<file path="src/inc/pdc_defs.svh">
// offsets, field positions, reset values and sync depth for the device cap/control bank
`ifndef PDC_DEFS_SVH
`define PDC_DEFS_SVH
// register byte offsets
`define PDC_OFS_CAP       12'h0c4
`define PDC_OFS_CTL       12'h0c8
// capabilities fields
`define PDC_CAP_MPS_HI    2
`define PDC_CAP_MPS_LO    0
`define PDC_CAP_RBER      15
`define PDC_CAP_SPLV_HI   25
`define PDC_CAP_SPLV_LO   18
`define PDC_CAP_SPLS_HI   27
`define PDC_CAP_SPLS_LO   26
// control fields
`define PDC_CTL_ERR_HI    3
`define PDC_CTL_ERR_LO    0
`define PDC_CTL_MPS_HI    7
`define PDC_CTL_MPS_LO    5
`define PDC_CTL_AUX       10
// reset values
`define PDC_MPS_256       3'h1
`define PDC_MPS_512       3'h2
`define PDC_RBER_RST      1'h1
`define PDC_SPLV_RST      8'h00
`define PDC_SPLS_RST      2'h0
`define PDC_ERR_RST       4'h0
`define PDC_MPSP_RST      3'h0
`define PDC_AUX_RST       1'h0
`define PDC_DATA_ZERO     32'h0000_0000
// pin synchroniser depth
`define PDC_SYNC_DEPTH    3
`endif

</file>
<file path="src/inc/pdc_pkg.sv">
// types shared by the device cap/control bank
package pdc_pkg;
	typedef logic [2:0]  pdc_size_t;   // payload size code
	typedef logic [7:0]  pdc_splv_t;   // slot power value
	typedef logic [1:0]  pdc_spls_t;   // slot power scale
	typedef logic [31:0] pdc_word_t;   // bus word
endpackage : pdc_pkg

</file>
<file path="src/core/pdc_regs.sv">
// device capabilities and device control registers behind an apb slave
//
// The implementer's own choice: the APB register port.
`timescale 1ns/1ps
`include "pdc_defs.svh"

module pdc_regs (
	input  wire logic                pclk,
	input  wire logic                presetn,
	input  wire logic                sticky_rstn,
	input  wire logic                psel,
	input  wire logic                penable,
	input  wire logic                pwrite,
	input  wire logic [11:0]         paddr,
	input  wire logic [31:0]         pwdata,
	input  wire logic [3:0]          pstrb,
	output logic      [31:0]         prdata,
	output logic                     pready,
	output logic                     pslverr,
	input  wire logic                payload_512_strap,
	input  wire logic                upstream_strap,
	input  wire logic                load_valid,
	input  wire logic [2:0]          load_mps,
	input  wire logic                load_rber,
	input  wire logic                spl_valid,
	input  wire logic [7:0]          spl_value,
	input  wire logic [1:0]          spl_scale,
	output logic      [2:0]          mps_supported,
	output logic      [3:0]          err_report_en,
	output logic      [2:0]          max_payload,
	output logic                     aux_pm_en,
	output logic      [7:0]          slot_power_value,
	output logic      [1:0]          slot_power_scale
);

	// ****************************************
	// strap synchronisers
	// ****************************************
	logic [1:0]               sync1_reg;    // first stage, read by stage two only
	logic [1:0]               sync2_reg;    // second stage
	logic [1:0]               sync3_reg;    // third stage
	logic [1:0]               strap_reg;    // filtered straps: bit0 payload, bit1 upstream
	logic [1:0]               strap_next;   // next filtered straps
	logic [1:0]               strap_diff;   // stages two and three disagree

	// a strap change counts only once stages two and three agree
	always_comb begin
		strap_diff = sync2_reg ^ sync3_reg;
		strap_next = (sync2_reg & ~strap_diff) | (strap_reg & strap_diff);
	end

	// shift the pins in, then update the filtered copy
	always_ff @(posedge pclk or negedge presetn) begin
		if (!presetn) begin
			sync1_reg <= 2'h0;
			sync2_reg <= 2'h0;
			sync3_reg <= 2'h0;
			strap_reg <= 2'h0;
		end else begin
			sync1_reg <= {upstream_strap, payload_512_strap};
			sync2_reg <= sync1_reg;
			sync3_reg <= sync2_reg;
			strap_reg <= strap_next;
		end
	end

	// ****************************************
	// capabilities state
	// ****************************************
	pdc_pkg::pdc_size_t       sup_reg;      // supported payload size
	pdc_pkg::pdc_size_t       sup_next;
	logic                     ovr_reg;      // a loader has replaced the strap default
	logic                     ovr_next;
	logic                     rber_reg;     // role-based error reporting
	logic                     rber_next;
	pdc_pkg::pdc_splv_t       splv_reg;     // captured slot power value
	pdc_pkg::pdc_splv_t       splv_next;
	pdc_pkg::pdc_spls_t       spls_reg;     // captured slot power scale
	pdc_pkg::pdc_spls_t       spls_next;

	// strap sets the default until smbus or eeprom load overrides it
	always_comb begin
		ovr_next  = ovr_reg;
		rber_next = rber_reg;
		sup_next  = strap_reg[0] ? `PDC_MPS_512 : `PDC_MPS_256;
		splv_next = splv_reg;
		spls_next = spls_reg;
		if (load_valid) begin
			// loader value wins and sticks
			ovr_next  = 1'b1;
			rber_next = load_rber;
		end
		if (load_valid) begin
			sup_next = load_mps;
		end else if (ovr_reg) begin
			sup_next = sup_reg;
		end
		// only the upstream port captures the message
		if (spl_valid && strap_reg[1]) begin
			splv_next = spl_value;
			spls_next = spl_scale;
		end
	end

	// capabilities registers
	always_ff @(posedge pclk or negedge presetn) begin
		if (!presetn) begin
			sup_reg  <= `PDC_MPS_256;
			ovr_reg  <= 1'b0;
			rber_reg <= `PDC_RBER_RST;
			splv_reg <= `PDC_SPLV_RST;
			spls_reg <= `PDC_SPLS_RST;
		end else begin
			sup_reg  <= sup_next;
			ovr_reg  <= ovr_next;
			rber_reg <= rber_next;
			splv_reg <= splv_next;
			spls_reg <= spls_next;
		end
	end

	// ****************************************
	// apb decode
	// ****************************************
	logic                     hit_cap;      // address selects capabilities
	logic                     hit_ctl;      // address selects control
	logic                     wr_done;      // write completes this edge
	pdc_pkg::pdc_word_t       cap_word;     // capabilities read image
	pdc_pkg::pdc_word_t       ctl_word;     // control read image

	// ****************************************
	// control state
	// ****************************************
	logic [3:0]               err_reg;      // error reporting enables
	logic [3:0]               err_next;
	pdc_pkg::pdc_size_t       mpsp_reg;     // programmed payload size
	pdc_pkg::pdc_size_t       mpsp_next;
	logic                     aux_reg;      // sticky aux power enable
	logic                     aux_next;
	pdc_pkg::pdc_size_t       wr_mps;       // written payload field

	// write only at the access edge that sees pready
	always_comb begin
		hit_cap = (paddr == `PDC_OFS_CAP);
		hit_ctl = (paddr == `PDC_OFS_CTL);
		wr_done = psel && penable && pwrite && pready && hit_ctl;
		wr_mps  = pwdata[`PDC_CTL_MPS_HI:`PDC_CTL_MPS_LO];
		err_next  = err_reg;
		mpsp_next = mpsp_reg;
		aux_next  = aux_reg;
		if (wr_done && pstrb[0]) begin
			err_next = pwdata[`PDC_CTL_ERR_HI:`PDC_CTL_ERR_LO];
			// too large a value is stored as the supported one
			mpsp_next = (wr_mps > sup_reg) ? sup_reg : wr_mps;
		end
		if (wr_done && pstrb[1]) begin
			aux_next = pwdata[`PDC_CTL_AUX];
		end
	end

	// hot-resettable control fields
	always_ff @(posedge pclk or negedge presetn) begin
		if (!presetn) begin
			err_reg  <= `PDC_ERR_RST;
			mpsp_reg <= `PDC_MPSP_RST;
		end else begin
			err_reg  <= err_next;
			mpsp_reg <= mpsp_next;
		end
	end

	// sticky field survives the port reset, only the sticky reset clears it
	always_ff @(posedge pclk or negedge sticky_rstn) begin
		if (!sticky_rstn) begin
			aux_reg <= `PDC_AUX_RST;
		end else begin
			aux_reg <= aux_next;
		end
	end

	// ****************************************
	// read images
	// ****************************************
	// hardwired and reserved fields stay zero
	always_comb begin
		cap_word = `PDC_DATA_ZERO;
		cap_word[`PDC_CAP_MPS_HI:`PDC_CAP_MPS_LO]   = sup_reg;
		cap_word[`PDC_CAP_RBER]                     = rber_reg;
		cap_word[`PDC_CAP_SPLV_HI:`PDC_CAP_SPLV_LO] = splv_reg;
		cap_word[`PDC_CAP_SPLS_HI:`PDC_CAP_SPLS_LO] = spls_reg;
		ctl_word = `PDC_DATA_ZERO;
		ctl_word[`PDC_CTL_ERR_HI:`PDC_CTL_ERR_LO]   = err_reg;
		ctl_word[`PDC_CTL_MPS_HI:`PDC_CTL_MPS_LO]   = mpsp_reg;
		ctl_word[`PDC_CTL_AUX]                      = aux_reg;
	end

	// ****************************************
	// apb answer
	// ****************************************
	logic [31:0]              prdata_next;
	logic                     pready_next;
	logic                     pslverr_next;

	// answer is prepared in the setup cycle, ready in the first access cycle
	always_comb begin
		prdata_next  = prdata;
		pready_next  = 1'b0;
		pslverr_next = 1'b0;
		if (psel && !penable) begin
			pready_next  = 1'b1;
			// unmapped offsets read zero and flag an error
			pslverr_next = !(hit_cap || hit_ctl);
			if (pwrite) begin
				prdata_next = `PDC_DATA_ZERO;
			end else if (hit_cap) begin
				prdata_next = cap_word;
			end else if (hit_ctl) begin
				prdata_next = ctl_word;
			end else begin
				prdata_next = `PDC_DATA_ZERO;
			end
		end
	end

	// bus answer registers
	always_ff @(posedge pclk or negedge presetn) begin
		if (!presetn) begin
			prdata  <= `PDC_DATA_ZERO;
			pready  <= 1'b0;
			pslverr <= 1'b0;
		end else begin
			prdata  <= prdata_next;
			pready  <= pready_next;
			pslverr <= pslverr_next;
		end
	end

	// ****************************************
	// user outputs
	// ****************************************
	// each user output is a plain copy of its register
	always_comb begin
		mps_supported    = sup_reg;
		err_report_en    = err_reg;
		max_payload      = mpsp_reg;
		aux_pm_en        = aux_reg;
		slot_power_value = splv_reg;
		slot_power_scale = spls_reg;
	end

	logic rd_cap;   // read of capabilities completes
	logic rd_ctl;   // read of control completes
	always_comb begin
		rd_cap = psel && penable && !pwrite && pready && hit_cap;
		rd_ctl = psel && penable && !pwrite && pready && hit_ctl;
	end
endmodule : pdc_regs

</file>
<file path="config.mk">
export PLATFORM = sky130hd
export DESIGN_NAME = pdc_regs
export DESIGN_NICKNAME = d
export VERILOG_FILES = /design/src/inc/pdc_pkg.sv /design/src/core/pdc_regs.sv
export VERILOG_INCLUDE_DIRS = /design/src /design/src/inc
export SDC_FILE = /design/constraint.sdc
export NUM_CORES = 1
export LEC_CHECK = 0
export ABC_CLOCK_PERIOD_IN_PS = 3500
export BUFFER_PORTS_ARGS = -buffer_cell sky130_fd_sc_hd__buf_2
export CORE_ASPECT_RATIO = 1.5
export CORE_MARGIN = 5
export CORE_UTILIZATION = 47
export CTS_CLUSTER_DIAMETER = 120
export DETAILED_ROUTE_END_ITERATION = 16
export GPL_TIMING_DRIVEN = 0
export PLACE_DENSITY = 0.92
export SYNTH_ARGS = -nofsm -noshare
export SYNTH_HDL_FRONTEND = slang
export SYNTH_SLANG_ARGS = --single-unit
</file>
<file path="constraint.sdc">
create_clock -name pclk -period 3.5 [get_ports pclk]
set_input_delay 0 -clock pclk [delete_from_list [all_inputs] [get_ports pclk]]
set_output_delay 0 -clock pclk [all_outputs]
set_load 0.1 [all_outputs]
</file>
==> impl_metrics.yaml, run 1 <==
run_status:
  status: "finished, final reports clean"
timing:
  grt_setup_unrepaired: "false"
  worst_slew_pin_slew_ns: 1.09
  final-hold-violation-count: 0
  finClkSkew_ns: 0.00866
  fin_tns_setup_ns: 0
  finalWorstSetupSlack_ns: 1.73
  relSlewSlack_pct: 27.6
  finalCritPeriodShare_pct: 50.6
  slew_violations: 0
  setup_violations: 0
  post-route-min-period_ns: 1.77
  max_freq_ghz: 0.565
detailed_routing:
  vias: 1762
  drt-vias-per-instance: 4.83
  ant_nets: 0
  drtIter0Drc: 65
  wl_per_cell_um: 15.5
  dr.pass1.iters: 4
  wirelength_um: 5650
  drt_drc_violations_left: 0
yosys:
  synth_top_area_share_pct: 56.6
  synth.distinct_cells: 36
  synth-seq-cells: 52
  synth.area.top_cells: "dfrtp_1 57%, a22o_1 6.3%, mux2_2 6.1%"
  synth.most_common_cell: "dfrtp_1"
  yosys_warnings: 0
  syn_inst: 162
  synth-edff-count: 0
  synth_common_cells: "50 x dfrtp_1, 16 x a22o_1, 13 x buf_4"
  synth_ff_type: "dfrtp_1"
  syn_avg_cell_area_sq_um: 13.6
  yosys.area.top_type: "dfrtp_1"
  ys_seq_area_share_pct: 59.0
  async_flop_share_pct: 100
  syn_area_sq_mm: 0.00221
clocking:
  clock_latency_ns: 0.30
  cts-resized-gates: 0
  cts_buffer_depth: 2
  path_clk_slew_ns: 0.09
  clock_sinks: 52
  cts_setup_buffers: 0
  cts_root_buffer: "clkbuf_8"
  cts_tree: "built"
  cts_hold_buffers: 32
  cts_buffers: 5
  htreeDepth: 2
power:
  power_frac_comb_pct: 29.0
  power_density_mw_per_mm2: 481
  ir_drop_uv: 405
  netSwitchingFraction_pct: 35.6
  p_int_uw: 996
  p_sw_uw: 551
  power_frac_seq_pct: 42.9
  leakagePower_nw: 1.72
  clockPowerShare_pct: 28.1
run:
  maxCapViolations: 0
worst_setup_path:
  crit_type: "input port to flop"
  critPathLaunchType: "input port"
  endpoint_kind: "flop"
  crit_required_ns: 3.67
  crit_arrival_ns: 1.94
  crit_fanout: 8
die:
  start_util_pct: 48.7
  fp.coreArea_sq_mm: 0.00454
  die_area_sq_mm: 0.00620
  die_w_um: 66.0
  rows: 30
  dieHeight_um: 94.0
  pin_count: 127
finish:
  largest_reg_flops: 19
  antenna_cells: 0
  layout-drive-gt1-share_pct: 46.2
  fill_cells: 323
  syn2layout_area_growth_pct: 45.6
  final_nets: 375
  top_register: "prdata"
global_route:
  grt_max_degree: 52
  grt_overflow: 0
  grt_pass1_vias: 1853
  grt_pass1_wl_um: 8990
  grt_util_all_layers_pct: 19.2
  antenna_found_initial: 0
placement:
  dp_hpwl_um: 4010
  pre_cts_ws_ns: 1.63
  io_buffer_count: 87
  finalWeightedCongestion: 0.808
min_path:
  min_path_type: "input port to flop"
==> kinds of logic after synthesis <==
kind of cell,Yosys count,share of synthesized area (%)
mux,18,9.74
fa+ha+maj,5,2.60
compound gates,33,10.9
buf+inv,24,6.85
xor+xnor,1,0.396
simple gates,28,10.3
other cells,1,0.170
flops,52,59.0
==> metrics by stage <==
stage | hold WS, ns | power [mW] | std cells | cell area (sq um) | utilization [%]
6_report | 0.00752 | 1.55 | 365 | 3220 | 70.8
5_1_grt | 0.0342 | 1.60 | 365 | 3220 | 70.8
4_1_cts | 0.00945 | 1.55 | 365 | 3220 | 70.8
3_5_place_dp | -0.223 | 1.09 | 325 | 2770 | 61.0
3_3_place_gp | -0.223 | 1.08 | 325 | 2770 | 61.0
2_1_floorplan | -0.296 | 1.00 | 174 | 2250 | -
==> area by class of cell <==
| type | instances | area, sq um | share of cell area (%) |
|---|---|---|---|
| multi-input cells | 98 | 800 | 24.9 |
| inverters | 7 | 26.3 | 0.817 |
| clock buffers | 7 | 96.3 | 2.99 |
| well taps | 64 | 80.1 | 2.49 |
| flip-flops and latches | 52 | 1300 | 40.5 |
| plain buffers | 17 | 125 | 3.89 |
| clock inverters | 1 | 30.0 | 0.933 |
| repair buffers | 119 | 756 | 23.5 |
==> path summary, 6_finish.rpt <==
| path | startpoint | endpoint | slack (ns) | cells past startpoint |
|---|---|---|---|---|
| min in group asynchronous | presetn | prdata[23]$_DFFE_PN0P_ | 0.46 | 2 |
| max | load_valid | mps_supported[2]$_DFFE_PN0P_ | 1.73 | 6 |
| max reg2reg | mps_supported[0]$_DFFE_PN1P_ | max_payload[0]$_DFFE_PN0P_ | 1.74 | 5 |
| min reg2reg | sync1_reg[0]$_DFF_PN0_ | sync2_reg[0]$_DFF_PN0_ | 0.35 | 0 |
| max in group asynchronous | presetn | sync1_reg[0]$_DFF_PN0_ | 2.38 | 2 |
| min | paddr[0] | pslverr$_DFF_PN0_ | 0.008 | 3 |
==> worst max-delay path: stages <==
cell and delay, ns:
dlygate4sd3_1 0.52, buf_2 0.16, nand2_1 0.06, dlygate4sd3_1 0.53, o21ai_0 0.08, dlygate4sd3_1 0.58
==> power by group through the flow <==
stage | clock network (mW) | registers, mW | logic (mW)
after floorplan | 0 | 0.870 | 0.131
after global placement | 0 | 0.670 | 0.410
after detailed placement | 0 | 0.674 | 0.418
after CTS | 0.441 | 0.661 | 0.448
after global routing | 0.463 | 0.668 | 0.471
final | 0.435 | 0.663 | 0.449
==> layer usage <==
layer	global-route usage (%)	routed length, um	part of all wire [%]
met1	20.7	1940	34
met5	0	0	0
met2	34.6	3140	56
met3	4.19	365	6.5
met4	9.15	198	3.5
==> layout by cell type, fill, tap and decap left out, types with 4 or more instances in the layout <==
cell / Yosys / layout
mux2_4: 4 / 4
o21ai_0: 7 / 7
conb_1: 1 / 13
a22o_1: 16 / 16
clkbuf_8: 0 / 7
dfrtp_1: 50 / 50
a21oi_1: 4 / 4
inv_1: 7 / 7
buf_2: 1 / 88
mux2_2: 12 / 12
dlygate4sd3_1: 0 / 32
buf_4: 13 / 13
nand2_1: 8 / 8
Power figures use the tool's default switching activity.
==> run 2, diff against run 1 <==
--- a/config.mk
+++ b/config.mk
@@ -6,15 +6,15 @@
 export SDC_FILE = /design/constraint.sdc
 export NUM_CORES = 1
 export LEC_CHECK = 0
-export ABC_CLOCK_PERIOD_IN_PS = 3500
+export ABC_CLOCK_PERIOD_IN_PS = 1700
 export BUFFER_PORTS_ARGS = -buffer_cell sky130_fd_sc_hd__buf_2
 export CORE_ASPECT_RATIO = 1.5
 export CORE_MARGIN = 5
-export CORE_UTILIZATION = 47
+export CORE_UTILIZATION = 43
 export CTS_CLUSTER_DIAMETER = 120
 export DETAILED_ROUTE_END_ITERATION = 16
 export GPL_TIMING_DRIVEN = 0
-export PLACE_DENSITY = 0.92
+export PLACE_DENSITY = 0.86
 export SYNTH_ARGS = -nofsm -noshare
 export SYNTH_HDL_FRONTEND = slang
 export SYNTH_SLANG_ARGS = --single-unit
==> constraint.sdc (replaced) <==
create_clock -name pclk -period 1.7 [get_ports pclk]
set_input_delay 0 -clock pclk [delete_from_list [all_inputs] [get_ports pclk]]
set_output_delay 0 -clock pclk [all_outputs]
set_load 0.1 [all_outputs]
==> run 2 against run 1 <==
  * The run now ends with hold timing left
  * Clock skew shrank 0.0030 ns
  * Non-clock buffer count is 3 lower
  * Sequential share of layout area grew 0.32 points
  * Via count fell by 1.4%
  * Worst setup slack lost 1.7 ns
  * First-iteration DRC count decreased by 34%
  * Flip-flop and latch count unchanged
  * Combinational power grew 110%
  * Die area up 8.1%
  * Wire length is 3.7% lower
  * Register-to-register slack worse by 1.7 ns
==> impl_metrics.yaml, run 2 (synthesized netlist as in run 1, its figures left out) <==
placement:
  io_buffer_count: 87
  dpl.cell_count: 329
  pre_cts_ws_ns: -0.215
  dp_hpwl_um: 3980
  placed_area_sq_mm: 0.00284
  finalWeightedCongestion: 0.786
timing:
  max_freq_ghz: 0.613
  grt_setup_unrepaired: "false"
  slew_violations: 0
  relSlewSlack_pct: 28.1
  finalCritPeriodShare_pct: 95.9
  fin_hold_ws_ns: -0.00791
  worst_slew_pin_slew_ns: 1.08
  post-route-min-period_ns: 1.63
  finClkSkew_ns: 0.00561
  finalWorstSetupSlack_ns: 0.0695
  final-hold-violation-count: 1
  setup_violations: 0
clocking:
  clock_sinks: 52
  cts_root_buffer: "clkbuf_8"
  clock_latency_ns: 0.29
  cts_buffer_depth: 2
  path_clk_slew_ns: 0.08
  cts_buffers: 5
  cts_tree: "built"
  htreeDepth: 2
detailed_routing:
  wirelength_um: 5440
  vias: 1738
  dr.pass1.iters: 4
  ant_nets: 0
  wl_per_cell_um: 14.9
  drtIter0Drc: 43
  drt_drc_violations_left: 0
  drt-vias-per-instance: 4.75
power:
  p_total_mw: 3.01
  ir_drop_uv: 693
  power_density_mw_per_mm2: 931
  leakagePower_nw: 1.70
global_route:
  grt_pass1_wl_um: 8690
  grt_util_all_layers_pct: 17.2
  grt_overflow: 0
  grt_pass1_vias: 1843
  antenna_found_initial: 0
  grt_max_degree: 52
die:
  die_area_sq_mm: 0.00670
  dieHeight_um: 97.8
  pin_count: 127
  start_util_pct: 43.5
  fp.coreArea_sq_mm: 0.00508
  die_w_um: 68.5
  rows: 32
run_status:
  status: "finished, violations left"
  violations: "hold timing"
worst_setup_path:
  endpoint_kind: "flop"
  rrSetupSlack_ns: 0.07
  crit_required_ns: 1.92
  critPathLaunchType: "input port"
  crit_arrival_ns: 1.85
  crit_type: "input port to flop"
  crit_fanout: 1
finish:
  layout_common_cells: "88 x buf_2, 47 x dfrtp_1, 29 x dlygate4sd3_1, 16 x a22o_1"
  stdcell_count: 366
  layout-drive-gt1-share_pct: 49.3
  final-seq-area_sq_mm: 0.00132
  antenna_cells: 0
  final_common_cell: "buf_2"
  syn2layout_area_growth_pct: 46.1
  multi_input_area_sq_um: 855
  fill_cells: 424
  fin_area_sq_mm: 0.00323
  largest_reg_flops: 19
  final_nets: 372
  top_register: "prdata"
min_path:
  min_path_type: "input port to flop"
run:
  maxCapViolations: 0
## run 2: stage by stage
| stage | setup TNS, ns | util (%) |
|---|---|---|
| final | 0 | 63.5 |
| after global routing | 0 | 63.5 |
| after CTS | 0 | 63.6 |
| after detailed placement | -1.44 | 55.9 |
| after global placement | -0.820 | 55.9 |
| after floorplan | -0.106 | - |
## run 2: path summary, 6_finish.rpt
path | start | end | cells past startpoint
worst min register to register | sync1_reg[1]$_DFF_PN0_ | sync2_reg[1]$_DFF_PN0_ | 0
max in group asynchronous | presetn | mps_supported[1]$_DFFE_PN0P_ | 2
min in group asynchronous | presetn | prdata[22]$_DFFE_PN0P_ | 2
worst max-delay path | load_mps[0] | mps_supported[0]$_DFFE_PN1P_ | 6
worst min-delay path | load_valid | mps_supported[1]$_DFFE_PN0P_ | 2
worst max register to register | pready$_DFF_PN0_ | err_report_en[1]$_DFFE_PN0P_ | 5
## run 2: area by class of cell
cell class,count,share of cell area (%)
repair buffers,116,22.5
flip-flops and latches,52,40.9
clock buffers,8,2.79
multi-input cells,98,26.5
well taps,68,2.64
plain buffers,17,3.88
inverters,7,0.891
## run 2: report_power, final
group | leakage (nW) | switching, mW | total, mW | internal [mW]
clock network | 0.0455 | 0.358 | 0.690 | 0.332
logic | 0.989 | 0.711 | 0.946 | 0.235
registers | 0.665 | 0.0550 | 1.37 | 1.31
## run 2: worst max-delay path, stage by stage
cell,delay (ns)
dlygate4sd3_1,0.53
buf_2,0.12
nand2_1,0.05
dlygate4sd3_1,0.53
o21ai_0,0.07
dlygate4sd3_1,0.56
## run 2: timing repair
item	4_1_cts	5_1_grt
hold endpoints to repair	72	0
setup endpoints to repair	0	4
resized for setup	0	1
setup buffers	0	0
hold buffers	30	0
## run 2: metal layers
layer | track usage (%) | wire length (um)
met5 | 0 | 0
met1 | 19.9 | 2000
met2 | 30.1 | 3030
met4 | 5.21 | 72
met3 | 4.26 | 344
==> run 3, diff against run 2 <==
--- a/config.mk
+++ b/config.mk
@@ -8,13 +8,15 @@
 export LEC_CHECK = 0
 export ABC_CLOCK_PERIOD_IN_PS = 1700
 export BUFFER_PORTS_ARGS = -buffer_cell sky130_fd_sc_hd__buf_2
+export CELL_PAD_IN_SITES_DETAIL_PLACEMENT = 1
+export CELL_PAD_IN_SITES_GLOBAL_PLACEMENT = 1
 export CORE_ASPECT_RATIO = 1.5
 export CORE_MARGIN = 5
-export CORE_UTILIZATION = 43
+export CORE_UTILIZATION = 33
 export CTS_CLUSTER_DIAMETER = 120
 export DETAILED_ROUTE_END_ITERATION = 16
 export GPL_TIMING_DRIVEN = 0
-export PLACE_DENSITY = 0.86
+export PLACE_DENSITY = 0.87
 export SYNTH_ARGS = -nofsm -noshare
 export SYNTH_HDL_FRONTEND = slang
 export SYNTH_SLANG_ARGS = --single-unit
==> run 3 against run 2 <==
  * The run now ends clean
  * Count of clock-buffer cells in the layout is 2 lower
  * Critical path type is now flop to flop
  * Global-route usage is 2.5 points lower
  * Via count is 2.3% higher
  * Flip-flop and latch count stayed put
  * Cell area is 0.43% higher
  * Die area is 26% higher
  * First-iteration DRC count is 30% higher
  * Largest power group unchanged
  * Critical path depth is 1 lower
  * Clock skew is 0.00060 ns lower
  * Sequential share of layout area is 0.17 points lower
  * Non-clock buffer count is 1 lower
==> impl_metrics.yaml, run 3 (synthesized netlist as in run 1, its figures left out) <==
placement:
  placed_area_sq_mm: 0.00285
  io_buffer_count: 87
  finalWeightedCongestion: 0.708
  dp_hpwl_um: 4480
die:
  start_util_pct: 33.8
  die_w_um: 76.8
  dieHeight_um: 110
  rows: 36
  die_area_sq_mm: 0.00847
  fp.coreArea_sq_mm: 0.00653
  pin_count: 127
timing:
  worst_slew_pin_slew_ns: 1.14
  slew_violations: 0
  relSlewSlack_pct: 23.8
  grt_setup_unrepaired: "true"
  max_freq_ghz: 0.610
  finClkSkew_ns: 0.00501
  fin_tns_setup_ns: 0
  final-hold-violation-count: 0
  fin_hold_ws_ns: 0.0184
  setup_violations: 0
  post-route-min-period_ns: 1.64
  finalCritPeriodShare_pct: 96.4
global_route:
  antenna_found_initial: 0
  grt_util_all_layers_pct: 14.7
  grt_overflow: 0
  grt_pass1_wl_um: 10000
  grt_pass1_vias: 1981
  grt_max_degree: 52
clocking:
  cts_buffers: 5
  cts_root_buffer: "clkbuf_8"
  clock_sinks: 52
  cts_tree: "built"
  cts_buffer_depth: 2
  path_clk_slew_ns: 0.09
  clock_latency_ns: 0.29
  htreeDepth: 2
worst_setup_path:
  crit_fanout: 7
  crit_required_ns: 1.89
  crit_type: "flop to flop"
  critPathLaunchType: "flop"
  critical_path.cell_chain: "nand4_1 -> nor4_4 -> and2_4 -> buf_8 -> mux2_4"
  endpoint_kind: "flop"
  rr_worst_depth: 5
  crit_arrival_ns: 1.83
  max_stage_delay_ns: 0.41
  rrSetupSlack_ns: 0.06
  slowest_stage: "dfrtp_4"
power:
  ir_drop_uv: 613
  p_total_mw: 3.14
  power_density_mw_per_mm2: 970
  leakagePower_nw: 1.70
finish:
  layout-drive-gt1-share_pct: 49.8
  final_common_cell: "buf_2"
  final_nets: 371
  fin_area_sq_mm: 0.00324
  syn2layout_area_growth_pct: 46.7
  top_register: "prdata"
  largest_reg_flops: 19
  layout_common_cells: "88 x buf_2, 47 x dfrtp_1, 28 x dlygate4sd3_1, 16 x a22o_1"
run_status:
  status: "finished, final reports clean"
min_path:
  min_path_type: "input port to flop"
  min_path_cells: 2
detailed_routing:
  drt_drc_violations_left: 0
  wirelength_um: 6160
  wl_per_cell_um: 16.5
  drtIter0Drc: 56
  ant_nets: 0
  dr.pass1.iters: 4
  vias: 1778
  drt-vias-per-instance: 4.75
run:
  maxCapViolations: 0
[run 3: changes by cell type in the layout (fill, tap and decap cells not counted)]
| cell | delta |
|---|---|
| nor3_4 | -1 |
| clkinv_2 | +1 |
| diode_2 | +1 |
| clkbuf_8 | -1 |
| nor3_2 | +1 |
| bufinv_16 | +1 |
| clkbuf_1 | -1 |
| dlygate4sd3_1 | -1 |
[run 3: repair_timing]
item,CTS,global route
setup endpoints to repair,0,1
hold endpoints to repair,72,0
buffers inserted,0,0
resized for setup,0,0
hold buffers,28,0
[run 3: report_power, final]
| part | switching [mW] | internal (mW) |
|---|---|---|
| Combinational | 0.715 | 0.231 |
| Clock | 0.392 | 0.438 |
| Sequential | 0.0530 | 1.31 |
[run 3: path summary, 6_finish.rpt]
| path | start | endpoint |
|---|---|---|
| setup / recovery | pready$_DFF_PN0_ | err_report_en[2]$_DFFE_PN0P_ |
| hold / removal | load_valid | ovr_reg$_DFFE_PN0P_ |
| setup reg to reg | pready$_DFF_PN0_ | err_report_en[2]$_DFFE_PN0P_ |
| hold reg to reg | sync1_reg[0]$_DFF_PN0_ | sync2_reg[0]$_DFF_PN0_ |
| max in group asynchronous | presetn | mps_supported[1]$_DFFE_PN0P_ |
| min in group asynchronous | presetn | prdata[19]$_DFFE_PN0P_ |
[run 3: per-layer routing]
metal | track usage [%] | routed length (um) | share of wire, % | vias to the layer above
li1 | - | - | - | 826
met1 | 16.7 | 2350 | 38 | 891
met2 | 27.2 | 3430 | 56 | 57
met3 | 3.50 | 308 | 5.0 | 4
met4 | 4.38 | 70 | 1.1 | 0
met5 | 0 | 0 | 0 | -
[run 3: cell type report]
type,count,area (sq um)
Tap cell,76,95.1
Multi-Input combinational cell,98,848
Buffer,17,125
Inverter,7,28.8
Clock buffer,6,72.6
Antenna cell,1,2.50
Fill cell,736,3290
Sequential cell,52,1320
Timing Repair Buffer,115,716
Clock inverter,2,35.0
[run 3: stage by stage]
stage                     instances  worst slack (ns)  utilization [%]
after floorplan                 174           -0.0226                -
after global placement          337            -0.172             43.7
after detailed placement        337            -0.207             43.7
after CTS                       373            0.0279             49.6
after global routing            373         -0.000865             49.6
final                           374            0.0619             49.6
[run 3: critical path: cells and delay by family, from the launching register on]
kind,cells,cell delay [ns]
and+or+nand+nor,3,0.71
DFF,1,0.41
muxes,1,0.30
buffers and inverters,1,0.12
